==> src/wdc_map.svh <==
`ifndef WDC_MAP_SVH
`define WDC_MAP_SVH

// Serial word and address widths
`define WDC_ADDR_W 15
`define WDC_WORD_W 16
// Configuration register window: indexes 0 .. REG_NUM-1
`define WDC_REG_NUM 15'h0010
`define WDC_REG_IDX_W 4
`define WDC_REG_RESET 16'h0000
// Shadow transfer register and its update bit
`define WDC_XFER_ADDR 15'h001D
`define WDC_UPDATE_BIT 0
// Pattern memory window
`define WDC_MEM_BASE 15'h6000
`define WDC_MEM_LAST 15'h6FFF
`define WDC_MEM_AW 12
`define WDC_MEM_DW 12
// Memory entry sits in the upper bits of the data word
`define WDC_MEM_LSB 4
// Write FIFO toward the pattern memory
`define WDC_FIFO_DEPTH 16
`define WDC_FIFO_W 24
// Bit counter values at which a word is complete
`define WDC_BITS_LAST 5'h0F
`define WDC_BITS_LAST_DBL 5'h0E

`endif

==> src/wdc_pkg.sv <==
package wdc_pkg;
  `include "wdc_map.svh"

  // Frame phases, one-hot
  typedef enum logic [2:0] {
    PH_IDLE = 3'h1,
    PH_HDR  = 3'h2,
    PH_DATA = 3'h4
  } wdc_phase_type;

  // Whole state of the serial port
  typedef struct packed {
    logic sclk_s1;
    logic sclk_s2;
    logic sclk_s3;
    logic cs_s1;
    logic cs_s2;
    logic sdi_s1;
    logic sdi_s2;
    logic mpi_s1;
    logic mpi_s2;
    wdc_phase_type phase;
    logic rw;
    logic [4:0] bitcnt;
    logic [`WDC_ADDR_W-1:0] addr;
    logic [`WDC_WORD_W-1:0] shreg;
    logic [`WDC_WORD_W-1:0] txreg;
    logic dout;
    logic [15:0][`WDC_WORD_W-1:0] shadow;
    logic [15:0][`WDC_WORD_W-1:0] active;
    logic armed;
    logic pend_valid;
    logic [`WDC_FIFO_W-1:0] pend_word;
    logic ovf;
  } wdc_state_type;
endpackage

==> src/wdc_fifo.sv <==
`timescale 1ns/1ps
module wdc_fifo #(
  parameter int WIDTH = 24,
  parameter int DEPTH = 16
) (
  input wire logic i_clk,
  input wire logic i_rst_n,
  input wire logic i_valid,
  output logic o_ready,
  input wire logic [WIDTH-1:0] i_data,
  output logic o_valid,
  input wire logic i_ready,
  output logic [WIDTH-1:0] o_data
);
  localparam int AW = $clog2(DEPTH);

  // Storage, pointers and fill level
  typedef struct packed {
    logic [DEPTH-1:0][WIDTH-1:0] mem;
    logic [AW-1:0] wr_ptr;
    logic [AW-1:0] rd_ptr;
    logic [AW:0] cnt;
  } wdc_fifo_state_type;

  wdc_fifo_state_type q;
  wdc_fifo_state_type d;
  logic push;
  logic pop;

  // Full and empty come straight from the fill level
  assign o_ready = (q.cnt != (AW+1)'(DEPTH));
  assign o_valid = (q.cnt != '0);
  assign o_data = q.mem[q.rd_ptr];
  assign push = i_valid & o_ready;
  assign pop = o_valid & i_ready;

  //////////////////////////////////////////////////////////////////////////////
  // Next state
  always_comb begin
    d = q;
    if (push) begin
      d.mem[q.wr_ptr] = i_data;
      d.wr_ptr = q.wr_ptr + 1'b1;
    end
    if (pop) begin
      d.rd_ptr = q.rd_ptr + 1'b1;
    end
    // Simultaneous push and pop leaves the level unchanged
    case ({push, pop})
      2'h2: d.cnt = q.cnt + 1'b1;
      2'h1: d.cnt = q.cnt - 1'b1;
      default: d.cnt = q.cnt;
    endcase
  end

  // State register
  always_ff @(posedge i_clk or negedge i_rst_n) begin
    if (!i_rst_n) begin
      q <= '0;
    end else begin
      q <= d;
    end
  end
endmodule

==> src/wdc_spi_port.sv <==
// Contract
// - Transaction framed while chip select is low
// - First serial bit: high read, low write
// - Then 15-bit start address, latched first
// - Address auto-increments per further word
// - Write keeps data line an input
// - Read drives register data after address
// - Read MSB first, 3-wire or 4-wire
// - Chip select high ends transfer, stops burst
// - Pattern memory at 0x6000 to 0x6FFF
// - Double-rate: multipurpose pin second write input
// - Configuration registers are shadow plus active
// - Writing update bit one arms transfer
// - Armed copy happens when pattern generator off
// - Memory writes bypass the shadow transfer
// - 4-wire reads return on multipurpose pin (code uses the data line instead when double-rate is set)
// - Reset pin restores every register default
`timescale 1ns/1ps
`include "wdc_map.svh"

module wdc_spi_port (
  input wire logic i_core_clk,
  input wire logic i_rstn,
  input wire logic i_sclk,
  input wire logic i_cs_n,
  input wire logic i_sdio,
  output logic o_sdio,
  output logic o_sdio_oe,
  input wire logic i_multipurpose_serial_pin,
  output logic o_multipurpose_serial_pin,
  output logic o_multipurpose_serial_pin_oe,
  input wire logic i_four_wire,
  input wire logic i_double_rate,
  input wire logic i_pattern_off,
  output logic [255:0] o_active_regs,
  output logic o_update_armed,
  output logic o_mem_valid,
  input wire logic i_mem_ready,
  output logic [`WDC_MEM_AW-1:0] o_mem_addr,
  output logic [`WDC_MEM_DW-1:0] o_mem_data,
  output logic o_mem_overflow
);
  // Reset value of the whole state; chip select idles high
  localparam wdc_pkg::wdc_state_type ST_RST = '{
    phase: wdc_pkg::PH_IDLE,
    cs_s1: 1'h1,
    cs_s2: 1'h1,
    default: '0
  };

  logic rst_q1; // First stage of the reset release
  logic rst_n; // Released reset used everywhere else
  wdc_pkg::wdc_state_type q; // Registered state
  wdc_pkg::wdc_state_type d; // Next state
  logic sclk_rise; // Serial clock rising edge seen
  logic sclk_fall; // Serial clock falling edge seen
  logic frame_on; // Chip select held low
  logic dbl_wr; // Two bits per serial clock this word
  logic use_mpin; // Read data leaves on the multipurpose pin
  logic hdr_done; // Last header bit arrives now
  logic word_done; // Last bit of a data word arrives now
  logic wr_commit; // Completed write word to store
  logic is_mem; // Current address lies in pattern memory
  logic [`WDC_ADDR_W-1:0] hdr_addr; // Start address as assembled
  logic [`WDC_ADDR_W-1:0] addr_next; // Following address of a burst
  logic [`WDC_WORD_W-1:0] wr_word; // Write word including the last bits
  logic fifo_in_ready; // FIFO can take the pending memory word
  logic [`WDC_FIFO_W-1:0] fifo_out; // Address and data toward memory
  logic tx_msb; // Next bit to shift out

  // Read-back: shadow copy, the armed flag, zero elsewhere
  function automatic logic [`WDC_WORD_W-1:0] rd_word(
    input logic [`WDC_ADDR_W-1:0] a,
    input logic [15:0][`WDC_WORD_W-1:0] sh,
    input logic armed
  );
    logic [`WDC_WORD_W-1:0] w;
    w = '0;
    if (a < `WDC_REG_NUM) begin
      w = sh[a[`WDC_REG_IDX_W-1:0]];
    end else if (a == `WDC_XFER_ADDR) begin
      w[`WDC_UPDATE_BIT] = armed;
    end
    // Memory reads return zero: the entries live outside this port
    return w;
  endfunction

  //////////////////////////////////////////////////////////////////////////////
  // Reset release through two flip-flops
  // Release is synchronous so no state flop sees reset drop close to an edge
  always_ff @(posedge i_core_clk or negedge i_rstn) begin
    if (!i_rstn) begin
      rst_q1 <= 1'h0;
      rst_n <= 1'h0;
    end else begin
      rst_q1 <= 1'h1;
      rst_n <= rst_q1;
    end
  end

  //////////////////////////////////////////////////////////////////////////////
  // Decodes on the synchronised pins
  assign sclk_rise = q.sclk_s2 & ~q.sclk_s3;
  assign sclk_fall = ~q.sclk_s2 & q.sclk_s3;
  assign frame_on = ~q.cs_s2;
  assign dbl_wr = i_double_rate & ~q.rw;
  assign use_mpin = i_four_wire & ~i_double_rate;
  assign hdr_addr = {q.shreg[13:0], q.sdi_s2};
  assign hdr_done = frame_on & sclk_rise & (q.phase == wdc_pkg::PH_HDR) &
                    (q.bitcnt == `WDC_BITS_LAST);
  // Second input bit follows the data line bit in double-rate mode
  assign wr_word = dbl_wr ? {q.shreg[13:0], q.sdi_s2, q.mpi_s2} :
                            {q.shreg[14:0], q.sdi_s2};
  // Double rate moves two bits per rise, so such a word ends on count 14
  assign word_done = frame_on & sclk_rise & (q.phase == wdc_pkg::PH_DATA) &
                     (q.bitcnt == (dbl_wr ? `WDC_BITS_LAST_DBL : `WDC_BITS_LAST));
  assign wr_commit = word_done & ~q.rw;
  assign addr_next = q.addr + 15'h0001;
  assign is_mem = (q.addr >= `WDC_MEM_BASE) && (q.addr <= `WDC_MEM_LAST);
  assign tx_msb = q.txreg[15];

  //////////////////////////////////////////////////////////////////////////////
  // Next-state logic
  always_comb begin
    d = q;
    // Two-flop synchronisers for every pin
    // Edge flop resets to the idle clock level, so no false edge follows reset
    d.sclk_s1 = i_sclk;
    d.sclk_s2 = q.sclk_s1;
    d.sclk_s3 = q.sclk_s2;
    d.cs_s1 = i_cs_n;
    d.cs_s2 = q.cs_s1;
    d.sdi_s1 = i_sdio;
    d.sdi_s2 = q.sdi_s1;
    d.mpi_s1 = i_multipurpose_serial_pin;
    d.mpi_s2 = q.mpi_s1;
    // Armed copy waits for the pattern generator to stop
    if (q.armed && i_pattern_off) begin
      d.active = q.shadow;
      d.armed = 1'h0;
    end
    // Pending memory word leaves once the FIFO accepts it
    if (q.pend_valid && fifo_in_ready) begin
      d.pend_valid = 1'h0;
    end
    if (!frame_on) begin
      // Chip select high drops any burst in flight
      d.phase = wdc_pkg::PH_IDLE;
      d.bitcnt = 5'h00;
      d.dout = 1'h0;
    end else begin
      case (q.phase)
        wdc_pkg::PH_IDLE: begin
          // New frame starts with the header
          // Chip select leads the first rise by a full period, so no bit is lost here
          d.phase = wdc_pkg::PH_HDR;
          d.bitcnt = 5'h00;
        end
        wdc_pkg::PH_HDR: begin
          if (sclk_rise) begin
            d.shreg = {q.shreg[14:0], q.sdi_s2};
            d.bitcnt = q.bitcnt + 5'h01;
          end
          if (hdr_done) begin
            // First bit is direction, the rest the start address
            d.rw = q.shreg[14];
            d.addr = hdr_addr;
            d.bitcnt = 5'h00;
            d.phase = wdc_pkg::PH_DATA;
            d.txreg = rd_word(hdr_addr, q.shadow, q.armed);
          end
        end
        wdc_pkg::PH_DATA: begin
          // Read data changes on the falling edge, MSB first
          if (sclk_fall && q.rw) begin
            d.dout = q.txreg[15];
            d.txreg = {q.txreg[14:0], 1'h0};
          end
          if (sclk_rise) begin
            d.shreg = wr_word;
            d.bitcnt = q.bitcnt + (dbl_wr ? 5'h02 : 5'h01);
          end
          if (word_done) begin
            d.bitcnt = 5'h00;
            d.addr = addr_next;
            if (q.rw) begin
              d.txreg = rd_word(addr_next, q.shadow, q.armed);
            end
          end
          if (wr_commit) begin
            if (q.addr < `WDC_REG_NUM) begin
              // Writes always land in the shadow set
              d.shadow[q.addr[`WDC_REG_IDX_W-1:0]] = wr_word;
            end else if (q.addr == `WDC_XFER_ADDR) begin
              // Set after the clear above, so a new arm is never lost
              if (wr_word[`WDC_UPDATE_BIT]) begin
                d.armed = 1'h1;
              end
            end else if (is_mem) begin
              // Into the pending word ahead of the FIFO, never through the shadow set
              // Overflow stays set until reset, so a lost entry is still visible later
              if (d.pend_valid) begin
                d.ovf = 1'h1;
              end else begin
                d.pend_valid = 1'h1;
                d.pend_word = {q.addr[`WDC_MEM_AW-1:0],
                               wr_word[`WDC_WORD_W-1:`WDC_MEM_LSB]};
              end
            end
          end
        end
        default: begin
          d.phase = wdc_pkg::PH_IDLE;
        end
      endcase
    end
  end

  // State register; reset restores every default
  always_ff @(posedge i_core_clk or negedge rst_n) begin
    if (!rst_n) begin
      q <= ST_RST;
    end else begin
      q <= d;
    end
  end

  //////////////////////////////////////////////////////////////////////////////
  // Memory write buffer; a slow consumer stalls the pending word
  // The pending register in front keeps the serial side free of back-pressure
  wdc_fifo #(
    .WIDTH(`WDC_FIFO_W),
    .DEPTH(`WDC_FIFO_DEPTH)
  ) u_fifo (
    .i_clk(i_core_clk),
    .i_rst_n(rst_n),
    .i_valid(q.pend_valid),
    .o_ready(fifo_in_ready),
    .i_data(q.pend_word),
    .o_valid(o_mem_valid),
    .i_ready(i_mem_ready),
    .o_data(fifo_out)
  );

  //////////////////////////////////////////////////////////////////////////////
  // Outputs
  assign o_mem_addr = fifo_out[`WDC_FIFO_W-1:`WDC_MEM_DW];
  assign o_mem_data = fifo_out[`WDC_MEM_DW-1:0];
  assign o_mem_overflow = q.ovf;
  assign o_active_regs = q.active;
  assign o_update_armed = q.armed;
  // Both pins share one bit register; only the enables choose the pin
  assign o_sdio = q.dout;
  assign o_multipurpose_serial_pin = q.dout;
  // Line is driven only in the data phase of a read
  assign o_sdio_oe = frame_on & (q.phase == wdc_pkg::PH_DATA) & q.rw & ~use_mpin;
  assign o_multipurpose_serial_pin_oe = frame_on & (q.phase == wdc_pkg::PH_DATA) &
                                        q.rw & use_mpin;
endmodule

==> config.mk <==
export PLATFORM = sky130hd
export DESIGN_NAME = wdc_spi_port
export DESIGN_NICKNAME = d
export VERILOG_FILES = /design/src/wdc_pkg.sv /design/src/wdc_fifo.sv /design/src/wdc_spi_port.sv
export VERILOG_INCLUDE_DIRS = /design/src /design/src/src
export SDC_FILE = /design/constraint.sdc
export NUM_CORES = 2
export LEC_CHECK = 0
export ABC_CLOCK_PERIOD_IN_PS = 28900
export BUFFER_PORTS_ARGS = -buffer_cell sky130_fd_sc_hd__buf_4
export CORE_MARGIN = 10
export CORE_UTILIZATION = 45
export CTS_CLUSTER_SIZE = 25
export DETAILED_ROUTE_END_ITERATION = 8
export GPL_TIMING_DRIVEN = 0
export HOLD_SLACK_MARGIN = 0.05
export SETUP_SLACK_MARGIN = 0.5
export SLEW_MARGIN = 5
export SYNTH_ARGS = -nofsm -noshare
export SYNTH_HDL_FRONTEND = slang
export SYNTH_SLANG_ARGS = --single-unit
==> constraint.sdc <==
create_clock -name i_core_clk -period 28.9 [get_ports i_core_clk]
set_input_delay 2.89 -clock i_core_clk [delete_from_list [all_inputs] [get_ports i_core_clk]]
set_output_delay 2.89 -clock i_core_clk [all_outputs]
set_load 0.02 [all_outputs]
==> results.sh <==
export IMPL_run_status="finished, final reports clean"
export IMPL_fin_nets=4035
export IMPL_rsz0062_at_grt="no"
export IMPL_synth_ff_type="dfrtp_1"
export IMPL_cts_buffer_depth=3
export IMPL_grt_max_degree=68
export IMPL_maxCapViolations=0
export IMPL_cp_common_cell="clkbuf_1"
export IMPL_ys_ff_latch=1003
export IMPL_timing_hold_violations_final=0
export IMPL_async_flop_share=1.000
export IMPL_drive_gt1_frac=0.4185
export IMPL_clock_latency_ns=0.70
export IMPL_grt_pass1_wl_um=217900
export IMPL_p_leak_nw=27.07
export IMPL_final_area_mm2=0.05571
export IMPL_cts_tree="yes"
export IMPL_fin_setup_tns_ns=0
export IMPL_die_h_um=344.6
export IMPL_clock_sinks=1003
export IMPL_core_mm2=0.1050
export IMPL_required_ns=29.40
export IMPL_criticalPathCategory="in -> reg"
export IMPL_slew_headroom=0.05054
export IMPL_grt_pass1_vias=32030
export IMPL_antenna_found_initial=3
export IMPL_start_util=0.4518
export IMPL_yosysWarnings=0
export IMPL_skew_ns=0.02562
export IMPL_n_fill_cell=9031
export IMPL_viasPerCell=5.776
export IMPL_synth_edf_count=0
export IMPL_grt_overflow=0
export IMPL_drt_wl_total_um=147600
export IMPL_place_area_mm2=0.05193
export IMPL_use_met2=0.3941
export IMPL_critPathTopFamily="simple AND/OR/NAND/NOR gates"
export IMPL_io_pins=297
export IMPL_clk_pin_slew_ns=0.06
export IMPL_grt_busiest_layer="met2"
export IMPL_fp_dieW_um=344.6
export IMPL_path_buf_inv=5
export IMPL_holdBufCountCts=0
export IMPL_io_buffers=296
export IMPL_ctsResizeCount=0
export IMPL_fin_crit_sh=0.2575
export IMPL_fmax_ghz=0.1344
export IMPL_grt_use_met1=0.3217
export IMPL_worst_slew_pin_slew_ns=1.413
export IMPL_critPathLaunchType="input pin"
export IMPL_first_pass_iters=5
export IMPL_ys_types=70
export IMPL_slowest_stage="nor3_1"
export IMPL_route_detailed_drc=0
export IMPL_syn_inst=3579
export IMPL_synth_area_mm2=0.04743
export IMPL_cellPowerDensity_mw_per_mm2=61.93
export IMPL_dieArea_mm2=0.1188
export IMPL_critical_path_max_stage_delay_ns=1.12
export IMPL_ant_nets=0
export IMPL_cts_max_level=3
export IMPL_dp_cells=5287
export IMPL_crit_arrival_ns=7.95
export IMPL_drv_slew=0
export IMPL_cts_setup_buffers=0
export IMPL_hold_path_class="reg -> async"
export IMPL_crit_chain="buf_4 > nor2b_1 > clkbuf_1 > buf_1 > inv_1 > ha_1 > and4b_1 > nand4_1 > or3_1 > nor3_1 > clkbuf_1 > a21oi_1"
export IMPL_avgSynthCellArea_um2=13.25
export IMPL_core_rowCount=119
export IMPL_synth_nets=3608
export IMPL_path_max_fanout=10
export IMPL_hold_worst_slack_ns=0.2447
export IMPL_gr_usage_all_layers=0.2466
export IMPL_area_delta_synth_final_pct=17.48
export IMPL_ys_seq_area_frac=0.5293
export IMPL_drt_initial_drc_count=2771
export IMPL_numCtsBuffers=108
export IMPL_period_minus_slack_ns=7.442
export IMPL_final_cells=5486
export IMPL_met3_usage=0.05592
export IMPL_vdd_ir_drop_worst_mv=0.05410
export IMPL_avgRoutedWirePerCell_um=26.90
export IMPL_setup_viol=0
export IMPL_gp_congestion=0.9413
export IMPL_hpwl_um=108000
export IMPL_cp_end_kind="flip-flop"
export IMPL_cts_root_buf="clkbuf_16"
export IMPL_vias=31690
==> stage by stage <==
step | utilization | setup slack, ns | power [mW]
global route | 0.5307 | 21.21 | 3.562
detailed placement | 0.4947 | 20.82 | 2.007
finish | 0.5308 | 21.46 | 3.450
CTS | 0.5307 | 21.53 | 3.474
global placement | 0.4896 | 5.780 | 1.988
floorplan | - | 12.63 | 1.780
==> worst register-to-register path: cells and delay by family, from the launching register on <==
family,cells,cell delay (ns)
AND/OR/NAND/NOR,5,2.63
buffers and inverters,4,1.84
flip-flops,1,0.45
adder cells (fa/ha/maj),1,0.33
AO/OA/AOI/OAI,1,0.15
==> registers in the layout, indices dropped and copies added, names as in the netlist <==
register and count:
o_update_armed 1, o_multipurpose_serial_pin 1, o_mem_overflow 1, d 5, q 325, rst_n 1
u_fifo.q 397, hdr_addr 15, o_active_regs 256, rst_q1 1
==> placed cells by master, fill, tap and decap left out, drive strengths merged, types with 15 or more instances in the layout <==
master and n:
buf 631, nand2 198, mux2 650, inv 23
mux4 255, clkbuf 380, a21oi 173, clkinv 18
nor2 193, ha 17, mux2i 60, o21ai 216
nand3 29, a22oi 19, a211oi 16, o22ai 15
nor2b 26, dfrtp 1000
==> per-layer routing <==
layer	part of all wire	wire, um
met1	0.40	59510
met2	0.47	69830
met3	0.074	10860
met4	0.050	7382
met5	0.000075	11
==> layout make-up <==
cell class | instances | area [um^2] | area share
Antenna cell | 2 | 5.005 | 0.00008983
Tap cell | 1391 | 1740 | 0.03124
Timing Repair Buffer | 317 | 2731 | 0.04902
Clock inverter | 40 | 584.3 | 0.01049
Clock buffer | 157 | 3199 | 0.05742
Sequential cell | 1003 | 25110 | 0.4506
Buffer | 537 | 3033 | 0.05444
Multi-Input combinational cell | 2018 | 19240 | 0.3453
Inverter | 21 | 78.83 | 0.001415
==> path summary, 6_finish.rpt <==
kind	startpoint	to	cells after the start	slack [ns]
worst min-delay path	rst_n$_DFF_PN0_	o_active_regs[74]$_DFFE_PN0P_	0	0.24
min in group i_core_clk	d[596]$_DFF_PN0_	q[596]$_DFF_PN0_	0	0.35
worst max-delay path	i_double_rate	q[529]$_DFFE_PN0P_	12	21.46
max in group asynchronous	rst_n$_DFF_PN0_	u_fifo.q[210]$_DFFE_PN0P_	6	26.38
worst min register to register	rst_n$_DFF_PN0_	o_active_regs[74]$_DFFE_PN0P_	0	0.24
worst max register to register	q[592]$_DFFE_PN0P_	q[529]$_DFFE_PN0P_	11	23.32
==> cells by family after synthesis <==
group	count (synthesis)	share of synthesized area
adders and majority gates	19	0.005329
xor gates and xnor gates	18	0.003324
buffers and inverters	558	0.06561
muxes	965	0.2881
AOI/OAI and AO/OA	489	0.05857
and+or+nand+nor	526	0.04968
DFF	1003	0.5293
other	1	0.00007907
==> power breakdown <==
part           internal, mW  total [mW]  switching [mW]
Sequential             1.42        1.45          0.0230
Clock                 0.882        1.47           0.588
Combinational         0.156       0.534           0.379
==> cells in the mapped netlist, types with 5 or more instances <==
library cell  instances  area [um^2]
a2111oi_0             5        43.79
a211oi_1             16        120.1
a21oi_1             173        865.8
a221o_1               7        70.07
a22oi_1              19        142.6
a31oi_1              10        62.56
and3_1                8        50.05
buf_1                29        108.9
buf_2                26        130.1
buf_4               257         1929
clkbuf_1            222        833.3
dfrtp_1            1000        25020
ha_1                 17        212.7
inv_1                21        78.83
mux2_2              650         7320
mux2i_1              60        600.6
mux4_2              255         5743
nand2_1             198        743.2
nand3_1              29        145.1
nand3b_1             11        82.58
nand4_1              12        75.07
nor2_1              193        724.4
nor2b_1              26        162.7
nor3_1               12        60.06
nor3b_1               6        45.04
nor4_1                9        56.30
o21ai_0             216         1081
o22ai_1               5        31.28
o22ai_2              10        125.1
xnor2_1              12        105.1
xor2_1                6        52.55
Note: power is estimated with default switching activity, not from simulation.
